<file path="src/hw/eelpi_pkg.sv">
// Constants, register map and types for the EEE low power idle MAC support block
package eelpi_pkg;
    // Clock and timing
    localparam int CLK_MHZ = 200;
    localparam int US_CYCLES = CLK_MHZ;
    localparam int WDOG_MS = 8;
    localparam int WDOG_CYCLES = WDOG_MS * 1000 * CLK_MHZ;
    localparam int LINK_UP_MS = 1000;
    localparam int LINK_UP_CYCLES = LINK_UP_MS * 1000 * CLK_MHZ;
    localparam int IFG_NS = 96;
    localparam int IFG_CYCLES = (IFG_NS * CLK_MHZ + 999) / 1000;
    localparam int TXC_HALT_MIN = 9;
    localparam int TXC_EXIT_MIN = 1;
    localparam int RX_ON_CNT = 3;
    localparam int RX_OFF_CNT = 4;
    // Register offsets (byte addresses)
    localparam logic [7:0] A_MAC_CTRL = 8'h00;
    localparam logic [7:0] A_HARDWARE_CONFIG_REG = 8'h04;
    localparam logic [7:0] A_DELAY = 8'h08;
    localparam logic [7:0] A_EEE_CTRL = 8'h0C;
    localparam logic [7:0] A_INTERRUPT_STATUS_REG = 8'h10;
    localparam logic [7:0] A_WAKE_WAIT = 8'h14;
    localparam logic [7:0] A_TX_TRANS = 8'h18;
    localparam logic [7:0] A_TX_TIME = 8'h1C;
    localparam logic [7:0] A_RX_TRANS = 8'h20;
    localparam logic [7:0] A_RX_TIME = 8'h24;
    localparam logic [7:0] A_MAC_RECEIVE_REG = 8'h28;
    // Field positions
    localparam int B_EEE_EN = 0;
    localparam int B_CLK_HALT = 1;
    localparam int B_SPD_LO = 2;
    localparam int B_DUPLEX = 4;
    localparam int B_AUTO_SPD = 5;
    localparam int B_INT125 = 0;
    localparam int B_PHY_RESET_CONTROL = 1;
    localparam int B_TXC_DLY = 0;
    localparam int B_RXC_DLY = 1;
    localparam int B_LPI_IRQ_EN = 0;
    localparam int B_WAKE_EN = 1;
    localparam int B_RWAKE_EN = 2;
    localparam int S_RX_LPI = 0;
    localparam int S_RX_WAKE = 1;
    localparam int S_WUPS = 2;
    localparam int S_MRTO = 3;
    localparam int B_RX_EN = 0;
    // Reset values
    localparam logic [5:0] MAC_CTRL_RST = 6'h00;
    localparam logic [15:0] WAKE_WAIT_RST = 16'h0011;
    // Speed codes
    localparam logic [1:0] SPD_10 = 2'h0;
    localparam logic [1:0] SPD_100 = 2'h1;
    localparam logic [1:0] SPD_1000 = 2'h2;
    // Pending transmit sources
    typedef struct packed {
        logic pause;
        logic arp;
        logic fifo;
    } eelpi_src_t;
    // Transmit sequencer states
    typedef enum logic [4:0] {
        ST_IDLE = 5'h01,
        ST_FRAME = 5'h02,
        ST_LPI = 5'h04,
        ST_WAKE = 5'h08,
        ST_IFG = 5'h10
    } eelpi_st_t;
endpackage : eelpi_pkg

</file>
<file path="src/hw/eelpi_mac.sv">
// EEE low power idle transmit, receive, counters, reset watchdog and RGMII clocking
//
// Implementation choices: the address-and-strobe port and the register addresses.
module eelpi_mac #(
    parameter int WDOG_CYC = eelpi_pkg::WDOG_CYCLES,
    parameter int LINK_CYC = eelpi_pkg::LINK_UP_CYCLES,
    parameter int IFG_CYC = eelpi_pkg::IFG_CYCLES,
    parameter int CNT_W = 32
) (
    // Clock and reset
    input wire logic mclk,
    input wire logic rst_n,
    // Register port
    input wire logic [7:0] reg_addr,
    input wire logic [31:0] reg_wdata,
    input wire logic reg_we,
    input wire logic reg_re,
    output logic [31:0] reg_rdata_q,
    // Transmit client side
    input wire eelpi_pkg::eelpi_src_t tx_pending,
    input wire logic tx_frame_done,
    input wire logic client_lpi_req,
    output eelpi_pkg::eelpi_src_t tx_grant_q,
    // Link status from auto-negotiation and PHY
    input wire logic link_up,
    input wire logic an_eee_ok,
    input wire logic [1:0] auto_speed,
    input wire logic auto_full_duplex,
    // RGMII side
    input wire logic phy_ref_tick,
    input wire logic int_ref_tick,
    input wire logic rx_clk_tick,
    input wire logic rx_lpi_raw,
    input wire logic rx_clk_running,
    input wire logic tx_clk_running,
    output logic tx_lpi_q,
    output logic txc_q,
    output logic txc_halt_q,
    output logic clk125_int_q,
    output logic [1:0] rgmii_speed_q,
    output logic txc_delay_q,
    output logic rxc_delay_q,
    output logic phy_dom_rst_n_q,
    // Host signalling
    output logic usb_irq_q,
    output logic remote_wake_q
);
    eelpi_pkg::eelpi_st_t st_q;
    logic [5:0] mac_ctrl_q;
    logic int125_q, phy_reset_control_pulse_q, rx_en_q;
    logic [1:0] dly_q;
    logic [2:0] eee_ctrl_q;
    logic [3:0] sts_q, sts_set, sts_clr;
    logic [15:0] wake_wait_q, wake_cnt_q;
    logic [CNT_W-1:0] tx_trans_q, tx_time_q, rx_trans_q, rx_time_q;
    logic [7:0] us_cnt_q;
    logic us_tick;
    logic [31:0] link_cnt_q, wd_cnt_q;
    logic link_ok_q, wd_run_q, wd_expire;
    logic [7:0] ifg_cnt_q;
    logic [3:0] lpi_ticks_q;
    logic [2:0] rx_run_q;
    logic rx_lpi_q, rx_rise, rx_fall, rx_flip;
    logic [1:0] speed_eff;
    logic full_eff, decode_ok, ref_tick, txc_rise, lpi_exit;
    logic sel_ctrl, sel_sts;

    // Effective speed and duplex; manual field used when auto detect is off
    assign speed_eff = mac_ctrl_q[eelpi_pkg::B_AUTO_SPD] ? auto_speed :
        mac_ctrl_q[eelpi_pkg::B_SPD_LO+1:eelpi_pkg::B_SPD_LO];
    assign full_eff = mac_ctrl_q[eelpi_pkg::B_AUTO_SPD] ? auto_full_duplex : mac_ctrl_q[eelpi_pkg::B_DUPLEX];
    // Same gate serves TX requests and RX decoding; receiver enable is not part of it
    assign decode_ok = mac_ctrl_q[eelpi_pkg::B_EEE_EN] && full_eff && an_eee_ok && link_ok_q &&
        (speed_eff == eelpi_pkg::SPD_100 || speed_eff == eelpi_pkg::SPD_1000);
    assign ref_tick = int125_q ? int_ref_tick : phy_ref_tick;
    assign txc_rise = ref_tick && !txc_q && !txc_halt_q;
    assign lpi_exit = !client_lpi_req || !decode_ok;
    assign us_tick = (us_cnt_q == 8'(eelpi_pkg::US_CYCLES - 1));
    assign sel_ctrl = reg_we && reg_addr == eelpi_pkg::A_MAC_CTRL;
    assign sel_sts = reg_we && reg_addr == eelpi_pkg::A_INTERRUPT_STATUS_REG;

    // Microsecond time base
    always_ff @(posedge mclk) begin
        if (!rst_n) begin
            us_cnt_q <= 8'h00;
        end else begin
            us_cnt_q <= us_tick ? 8'h00 : us_cnt_q + 8'h01;
        end
    end

    // Writable control registers
    always_ff @(posedge mclk) begin
        if (!rst_n) begin
            mac_ctrl_q <= eelpi_pkg::MAC_CTRL_RST;
            int125_q <= 1'b0;
            phy_reset_control_pulse_q <= 1'b0;
            dly_q <= 2'h0;
            eee_ctrl_q <= 3'h0;
            wake_wait_q <= eelpi_pkg::WAKE_WAIT_RST;
            rx_en_q <= 1'b0;
        end else begin
            phy_reset_control_pulse_q <= 1'b0;
            if (sel_ctrl) mac_ctrl_q <= reg_wdata[5:0];
            if (reg_we && reg_addr == eelpi_pkg::A_HARDWARE_CONFIG_REG) begin
                int125_q <= reg_wdata[eelpi_pkg::B_INT125];
                phy_reset_control_pulse_q <= reg_wdata[eelpi_pkg::B_PHY_RESET_CONTROL];
            end
            if (reg_we && reg_addr == eelpi_pkg::A_DELAY) dly_q <= reg_wdata[1:0];
            if (reg_we && reg_addr == eelpi_pkg::A_EEE_CTRL) eee_ctrl_q <= reg_wdata[2:0];
            if (reg_we && reg_addr == eelpi_pkg::A_WAKE_WAIT) wake_wait_q <= reg_wdata[15:0];
            if (reg_we && reg_addr == eelpi_pkg::A_MAC_RECEIVE_REG) rx_en_q <= reg_wdata[eelpi_pkg::B_RX_EN];
        end
    end

    // Read data, one cycle after the strobe; unmapped reads give zero
    always_ff @(posedge mclk) begin
        if (!rst_n) begin
            reg_rdata_q <= 32'h0000_0000;
        end else if (reg_re) begin
            case (reg_addr)
                eelpi_pkg::A_MAC_CTRL: reg_rdata_q <= {26'h000_0000, mac_ctrl_q};
                eelpi_pkg::A_HARDWARE_CONFIG_REG: reg_rdata_q <= {31'h0000_0000, int125_q};
                eelpi_pkg::A_DELAY: reg_rdata_q <= {30'h0000_0000, dly_q};
                eelpi_pkg::A_EEE_CTRL: reg_rdata_q <= {29'h0000_0000, eee_ctrl_q};
                eelpi_pkg::A_INTERRUPT_STATUS_REG: reg_rdata_q <= {28'h000_0000, sts_q};
                eelpi_pkg::A_WAKE_WAIT: reg_rdata_q <= {16'h0000, wake_wait_q};
                eelpi_pkg::A_TX_TRANS: reg_rdata_q <= 32'(tx_trans_q);
                eelpi_pkg::A_TX_TIME: reg_rdata_q <= 32'(tx_time_q);
                eelpi_pkg::A_RX_TRANS: reg_rdata_q <= 32'(rx_trans_q);
                eelpi_pkg::A_RX_TIME: reg_rdata_q <= 32'(rx_time_q);
                eelpi_pkg::A_MAC_RECEIVE_REG: reg_rdata_q <= {31'h0000_0000, rx_en_q};
                default: reg_rdata_q <= 32'h0000_0000;
            endcase
        end else begin
            reg_rdata_q <= 32'h0000_0000;
        end
    end

    // Transmit sequencer: choice of source only ever happens in idle, after wake and IFG
    always_ff @(posedge mclk) begin
        if (!rst_n) begin
            st_q <= eelpi_pkg::ST_IDLE;
            tx_grant_q <= '0;
            tx_lpi_q <= 1'b0;
            txc_halt_q <= 1'b0;
            lpi_ticks_q <= 4'h0;
            wake_cnt_q <= 16'h0000;
            ifg_cnt_q <= 8'h00;
        end else begin
            tx_grant_q <= '0;
            case (st_q)
                eelpi_pkg::ST_IDLE: begin
                    if (tx_pending.pause) begin
                        tx_grant_q.pause <= 1'b1;
                        st_q <= eelpi_pkg::ST_FRAME;
                    end else if (tx_pending.arp) begin
                        tx_grant_q.arp <= 1'b1;
                        st_q <= eelpi_pkg::ST_FRAME;
                    end else if (tx_pending.fifo) begin
                        tx_grant_q.fifo <= 1'b1;
                        st_q <= eelpi_pkg::ST_FRAME;
                    end else if (client_lpi_req && decode_ok) begin
                        tx_lpi_q <= 1'b1;
                        lpi_ticks_q <= 4'h0;
                        st_q <= eelpi_pkg::ST_LPI;
                    end
                end
                eelpi_pkg::ST_FRAME: begin
                    // A client request made mid-frame is not acted on until idle
                    if (tx_frame_done) begin
                        ifg_cnt_q <= 8'h00;
                        st_q <= eelpi_pkg::ST_IFG;
                    end
                end
                eelpi_pkg::ST_LPI: begin
                    if (txc_rise && lpi_ticks_q != 4'hF) lpi_ticks_q <= lpi_ticks_q + 4'h1;
                    if (lpi_exit && txc_halt_q) begin
                        txc_halt_q <= 1'b0;
                        lpi_ticks_q <= 4'h0;
                    end else if (lpi_exit && lpi_ticks_q >= 4'(eelpi_pkg::TXC_EXIT_MIN)) begin
                        tx_lpi_q <= 1'b0;
                        wake_cnt_q <= 16'h0000;
                        st_q <= eelpi_pkg::ST_WAKE;
                    end else if (!lpi_exit && mac_ctrl_q[eelpi_pkg::B_CLK_HALT] &&
                                 lpi_ticks_q >= 4'(eelpi_pkg::TXC_HALT_MIN)) begin
                        txc_halt_q <= 1'b1;
                    end
                end
                eelpi_pkg::ST_WAKE: begin
                    // Wake wait counted in microseconds, then the normal gap
                    if (wake_cnt_q >= wake_wait_q) begin
                        ifg_cnt_q <= 8'h00;
                        st_q <= eelpi_pkg::ST_IFG;
                    end else if (us_tick) begin
                        wake_cnt_q <= wake_cnt_q + 16'h0001;
                    end
                end
                eelpi_pkg::ST_IFG: begin
                    if (ifg_cnt_q >= 8'(IFG_CYC - 1)) st_q <= eelpi_pkg::ST_IDLE;
                    else ifg_cnt_q <= ifg_cnt_q + 8'h01;
                end
                default: st_q <= eelpi_pkg::ST_IDLE;
            endcase
        end
    end

    // TXC toggles on each selected 125 MHz reference tick unless halted
    always_ff @(posedge mclk) begin
        if (!rst_n) begin
            txc_q <= 1'b0;
        end else if (ref_tick && !txc_halt_q) begin
            txc_q <= !txc_q;
        end
    end

    // RX LPI filter, advanced on RX clock ticks only
    assign rx_flip = decode_ok && rx_clk_tick && (rx_lpi_raw != rx_lpi_q) &&
        (rx_run_q + 3'h1 >= (rx_lpi_q ? 3'(eelpi_pkg::RX_OFF_CNT) : 3'(eelpi_pkg::RX_ON_CNT)));
    assign rx_rise = rx_flip && !rx_lpi_q;
    assign rx_fall = rx_flip && rx_lpi_q;
    always_ff @(posedge mclk) begin
        if (!rst_n) begin
            rx_lpi_q <= 1'b0;
            rx_run_q <= 3'h0;
        end else if (!decode_ok) begin
            // Decoding off: drop the indication silently, no events
            rx_lpi_q <= 1'b0;
            rx_run_q <= 3'h0;
        end else if (rx_clk_tick) begin
            if (rx_flip) begin
                rx_lpi_q <= !rx_lpi_q;
                rx_run_q <= 3'h0;
            end else if (rx_lpi_raw != rx_lpi_q) begin
                rx_run_q <= rx_run_q + 3'h1;
            end else begin
                rx_run_q <= 3'h0;
            end
        end
    end

    // Link stability timer
    always_ff @(posedge mclk) begin
        if (!rst_n || !link_up) begin
            link_cnt_q <= 32'h0000_0000;
            link_ok_q <= 1'b0;
        end else if (link_cnt_q >= 32'(LINK_CYC - 1)) begin
            link_ok_q <= 1'b1;
        end else begin
            link_cnt_q <= link_cnt_q + 32'h0000_0001;
        end
    end

    // LPI counters: no power state gating, so they run in suspend too; wrap naturally
    always_ff @(posedge mclk) begin
        if (!rst_n) begin
            tx_trans_q <= '0;
            tx_time_q <= '0;
            rx_trans_q <= '0;
            rx_time_q <= '0;
        end else begin
            if (st_q == eelpi_pkg::ST_IDLE && tx_lpi_q == 1'b0 && client_lpi_req && decode_ok &&
                tx_pending == '0) tx_trans_q <= tx_trans_q + 1'b1;
            if (tx_lpi_q && us_tick) tx_time_q <= tx_time_q + 1'b1;
            if (rx_rise) rx_trans_q <= rx_trans_q + 1'b1;
            if (rx_lpi_q && us_tick) rx_time_q <= rx_time_q + 1'b1;
        end
    end

    // PHY domain reset and its watchdog
    assign wd_expire = wd_run_q && !(rx_clk_running && tx_clk_running) && wd_cnt_q >= 32'(WDOG_CYC - 1);
    always_ff @(posedge mclk) begin
        if (!rst_n || phy_reset_control_pulse_q) begin
            phy_dom_rst_n_q <= 1'b0;
            wd_run_q <= 1'b1;
            wd_cnt_q <= 32'h0000_0000;
        end else if (wd_run_q) begin
            if (rx_clk_running && tx_clk_running) begin
                phy_dom_rst_n_q <= 1'b1;
                wd_run_q <= 1'b0;
            end else if (wd_expire) begin
                wd_run_q <= 1'b0;
            end else begin
                wd_cnt_q <= wd_cnt_q + 32'h0000_0001;
            end
        end
    end

    // Sticky status, write one to clear; a set in the same cycle wins
    always_comb begin
        sts_set = 4'h0;
        sts_set[eelpi_pkg::S_RX_LPI] = rx_rise;
        sts_set[eelpi_pkg::S_RX_WAKE] = rx_fall && eee_ctrl_q[eelpi_pkg::B_WAKE_EN];
        sts_set[eelpi_pkg::S_WUPS] = rx_fall && eee_ctrl_q[eelpi_pkg::B_WAKE_EN];
        sts_set[eelpi_pkg::S_MRTO] = wd_expire;
        sts_clr = sel_sts ? reg_wdata[3:0] : 4'h0;
    end
    always_ff @(posedge mclk) begin
        if (!rst_n) begin
            sts_q <= 4'h0;
        end else begin
            sts_q <= (sts_q & ~sts_clr) | sts_set;
        end
    end

    // Host signalling and static RGMII settings
    always_ff @(posedge mclk) begin
        if (!rst_n) begin
            usb_irq_q <= 1'b0;
            remote_wake_q <= 1'b0;
            clk125_int_q <= 1'b0;
            rgmii_speed_q <= eelpi_pkg::SPD_10;
            txc_delay_q <= 1'b0;
            rxc_delay_q <= 1'b0;
        end else begin
            usb_irq_q <= sts_q[eelpi_pkg::S_RX_LPI] && eee_ctrl_q[eelpi_pkg::B_LPI_IRQ_EN];
            remote_wake_q <= sts_q[eelpi_pkg::S_WUPS] && eee_ctrl_q[eelpi_pkg::B_RWAKE_EN];
            clk125_int_q <= int125_q;
            rgmii_speed_q <= speed_eff;
            txc_delay_q <= dly_q[eelpi_pkg::B_TXC_DLY];
            // RXC delay without TXC delay is no valid mode, so it is masked
            rxc_delay_q <= dly_q[eelpi_pkg::B_RXC_DLY] && dly_q[eelpi_pkg::B_TXC_DLY];
        end
    end
endmodule // eelpi_mac

</file>
<file path="config.mk">
export PLATFORM = sky130hd
export DESIGN_NAME = eelpi_mac
export DESIGN_NICKNAME = d
export VERILOG_FILES = /design/src/hw/eelpi_pkg.sv /design/src/hw/eelpi_mac.sv
export SDC_FILE = /design/constraint.sdc
export NUM_CORES = 1
export LEC_CHECK = 0
export ABC_AREA = 1
export BUFFER_PORTS_ARGS = -buffer_cell sky130_fd_sc_hd__buf_2
export CORE_MARGIN = 2
export CORE_UTILIZATION = 48
export CTS_CLUSTER_DIAMETER = 200
export DETAILED_ROUTE_END_ITERATION = 8
export PLACE_DENSITY = 0.61
export SYNTH_ARGS = -nofsm -noshare
export SYNTH_HDL_FRONTEND = slang
export SYNTH_SLANG_ARGS = --single-unit
</file>
<file path="constraint.sdc">
create_clock -name mclk -period 2.2 [get_ports mclk]
set_input_delay 0.22 -clock mclk [delete_from_list [all_inputs] [get_ports mclk]]
set_output_delay 0.22 -clock mclk [all_outputs]
set_load 0.01 [all_outputs]
</file>
==> key figures <==
Drt
  – Detailed Route WL: approximately 55 mm
  – DRC: 0
  – Routed wire length per instance: about 17 um
  – Final ANT Viol Nets: 0
  – Vias per inst: 5.42
  – DR iter-0 viols: 1446
  – Drt first pass iters: 6
  – Via count: between 15000 and 20000

Floorplanning
  – Full die area: roughly 38000 um^2
  – Die Y: approximately 190 um
  – I/O pin count: approximately 110
  – Starting Density: 0.489
  – Die Wd: just under 200 um
  – Rows: a little under 70
  – CORE AREA: roughly 36000 um^2

Logic synthesis
  – Synth Area in Adders: 0.0229
  – Complex-gate fraction of the synthesized area: 0.121
  – Leading register cell type out of synthesis: dfxtp_1
  – Xor/xnor share of the synthesized area: 0.0661
  – Mux share of post-synthesis cell area: 0
  – Synth cell types: 50
  – Post-Synthesis Cell Area: roughly 17000 um^2
  – Post-synthesis simple-gate area fraction: 0.340
  – Synthesized flop and latch total: approximately 320
  – Synthesized instance count: around 2600
  – YS warnings: 0
  – Post-synthesis sequential area ratio: 0.365
  – Syn_area_per_cell: between 6 and 7 um^2
  – Post-synth EDFFs: 0
  – Async S/R FF share, synth: 0
  – Post-Synthesis Net Count: 2732
  – Largest family of logic cells by synthesized area: simple AND/OR/NAND/NOR gates

Placed design
  – DP HPWL: between 40 and 50 mm
  – Placed instance area: 18700 um^2
  – Gp weighted congestion: 0.958
  – I/O Buffers: a little under 90
  – Pre-CTS WS: 0.117 ns

Clock tree
  – CTS Buf Count: 38
  – Clock Pin Slew Worst Setup and Hold Paths: ~0.060 ns
  – CTS tree: done
  – Root Driver: clkbuf_16
  – Clock buffer depth: 3
  – # H-tree levels: 2
  – Clock Latency Late Sink: between 0.5 and 0.6 ns
  – Clk sinks: between 300 and 400

Worst setup path
  – CP endpoint kind: flip-flop
  – R2R Setup Slk: 0.12 ns
  – WS Path Type: reg2reg
  – Crit path DAT: 2.49 ns
  – Max FO, Critical Path: 15
  – Reg2reg path depth: 10
  – Worst reg2reg startpoint: mac_ctrl_q[0]$_SDFFE_PN0P_
  – Data required time of the worst path: ~2.6 ns
  – R2r endpoint: rx_trans_q[24]$_SDFFE_PN0P_
  – Critical path startpoint category: flip-flop

Global route
  – First-pass GRT wire length: around 88 mm
  – Vias in the first global route: 16512
  – GRT Util Overall: 0.289
  – Grt ovf: 0
  – Largest net degree at the start of global routing: 72
  – Initial antenna violation count: 0

Status
  – Status: finished, final reports clean

STA
  – Final Hold Viols: 0
  – Layout Skew: approximately 0.032 ns
  – Relative slew slack: 0.600
  – Period utilisation layout: 0.946
  – Finish-stage setup viols: 0
  – Slew Viols, Final: 0
  – Final worst slack: ~0.12 ns
  – Worst Tran Pin Value: between 0.5 and 0.6 ns
  – Final Critical Period: ~2.1 ns
  – Max Fclk: roughly 0.48 GHz

Finish
  – Filler Cell Count: about 3600
  – Area Overhead vs Synth: 15.7%
  – Final nets: about 2900
  – Design Area, Final: a little over 20000 um^2
  – Share of cells above drive strength 1: 0.0956
  – Antenna Cells: 0

Run
  – Max-cap viol count: 0

Pwr
  – P per Cell Area: around 640 nW/um^2
  – Pwr Total: around 13 mW
  – Maximum VDD drop: approximately 0.56 mV
  – Leak Pwr: between 7 and 8 nW

Worst hold path
  – Worst Hold Class: in2reg
  – Hold path cells: 5
  – Hold path endpoint: rgmii_speed_q[0]$_SDFF_PN0_
  – Worst hold start: auto_speed[0]
## per-layer routing
| metal | vias to the layer above | part of all wire | GRT usage | routed length, um |
|---|---|---|---|---|
| met5 | - | 0 | 0 | 0 |
| met4 | 0 | 0.025 | 0.0834 | 1390 |
| met3 | 88 | 0.052 | 0.0453 | 2890 |
| met2 | 498 | 0.46 | 0.482 | 25400 |
| met1 | 8264 | 0.47 | 0.386 | 25800 |
| li1 | 8847 | - | - | - |
## logic make-up after synthesis
| family | after synthesis |
|---|---|
| compound gates | 388 |
| xor+xnor | 132 |
| fa+ha+maj | 32 |
| buf+inv | 367 |
| flops | 319 |
| simple gates | 1402 |
## cell usage in the layout (no fill, tap or decap), types with 4 or more instances in the layout
master         Yosys  layout
nand2_1          757     756
dfxtp_1          319     317
nor2_1           301     299
inv_1            273     272
a21oi_1          226     226
nor3_1           109     109
nand3_1          102     102
o21ai_0           92      92
xor2_1            92      91
buf_2             20      89
nand4_1           80      80
buf_4              8      66
clkbuf_16          0      42
xnor2_1           40      40
ha_1              32      32
a41oi_1           17      17
dlygate4sd3_1      0      17
o22ai_1           13      13
nor3b_1            9       9
a31oi_1            9       9
clkbuf_8           0       9
clkbuf_1          48       9
a211oi_1           8       8
a21oi_2            7       7
and3_1             6       6
nor2_2             5       6
inv_2              8       6
nand3b_1           6       6
nand3_2            5       5
o21bai_1           5       5
buf_12             0       5
nor2_4             3       4
nand2_2            4       4
nor4_1             4       4
clkinv_2           0       4
## power breakdown
part	internal [mW]	switching, mW
logic	0.215	0.444
registers	5.84	0.0469
clock network	3.92	2.51
## per-stage QoR
stage,utilization,TNS [ns],hold WS [ns],cells
finish,0.566,0,0.0315,3264
global route,0.566,-0.0197,0.0321,3264
CTS,0.564,0,0.000108,3262
detailed placement,0.524,0,0.418,3179
global placement,0.524,0,0.413,3179
floorplan,-,0,0.297,2640
## how the worst max path moves through the flow
stage	startpoint	endpoint	slack, ns	depth (start not counted)
2_1_floorplan	rx_lpi_q$_SDFFE_PN0P_	rx_trans_q[18]$_SDFFE_PN0P_	0.27	13
3_3_place_gp	reg_addr[1]	reg_rdata_q[7]$_SDFF_PN0_	0.18	11
3_5_place_dp	rx_run_q[0]$_SDFFE_PN0P_	rx_trans_q[24]$_SDFFE_PN0P_	0.12	12
4_1_cts	rx_run_q[0]$_SDFFE_PN0P_	rx_trans_q[24]$_SDFFE_PN0P_	0.11	12
5_1_grt	wake_wait_q[9]$_SDFFE_PN0P_	wake_cnt_q[0]$_SDFFE_PN0P_	-0.02	14
6_report	mac_ctrl_q[0]$_SDFFE_PN0P_	rx_trans_q[24]$_SDFFE_PN0P_	0.12	10
## layout make-up
cell class	count	area, um^2	area share
inverters	284	1070	0.0531
flip-flops and latches	319	6390	0.316
clock buffers	59	1180	0.0585
clock inverters	7	87.6	0.00433
multi-input cells	1955	9680	0.478
well taps	461	577	0.0285
repair buffers	179	1250	0.0616
## sequential cells by signal, summed over array words and instances (netlist names), 5 cells and up
| signal | count |
|---|---|
| wake_cnt_q | 16 |
| st_q | 5 |
| ifg_cnt_q | 8 |
| tx_time_q | 32 |
| us_cnt_q | 8 |
| wd_cnt_q | 32 |
| wake_wait_q | 16 |
| tx_trans_q | 32 |
| mac_ctrl_q | 6 |
| reg_rdata_q | 32 |
| rx_time_q | 32 |
| rx_trans_q | 32 |
| link_cnt_q | 32 |
## critical path: stages (launching register included)
cell	delay, ns
dfxtp_1	0.38
nand3_1	0.20
a21oi_2	0.25
nand3_2	0.22
nor2_2	0.21
nand2_2	0.12
nor2_8	0.18
inv_4	0.09
buf_12	0.16
nand2_1	0.06
a21oi_1	0.07
## cells in the mapped netlist (all sizes together), types with 4 or more instances
master,n,share of area
o21bai,5,0.0021
xor2,92,0.046
o22ai,13,0.0046
nor3,111,0.032
inv,281,0.060
clkbuf,49,0.011
buf,34,0.013
nand3,108,0.033
nor2,310,0.069
a21oi,233,0.068
o21ai,93,0.027
nand4,81,0.029
nand2,762,0.16
a31oi,9,0.0032
dfxtp,319,0.37
xnor2,40,0.020
and3,6,0.0021
ha,32,0.023
a41oi,17,0.0085
nor3b,9,0.0039
nand3b,6,0.0026
nor4,4,0.0014
a211oi,8,0.0034
## timing repair
| item | 4_1_cts | 5_1_grt |
|---|---|---|
| endpoints found under the hold margin | 24 | 0 |
| resized for setup | 0 | 13 |
| buffers inserted | 0 | 0 |
| setup endpoints to repair | 0 | 41 |
| hold buffers | 17 | 0 |
Note: power is estimated with default switching activity, not from simulation.
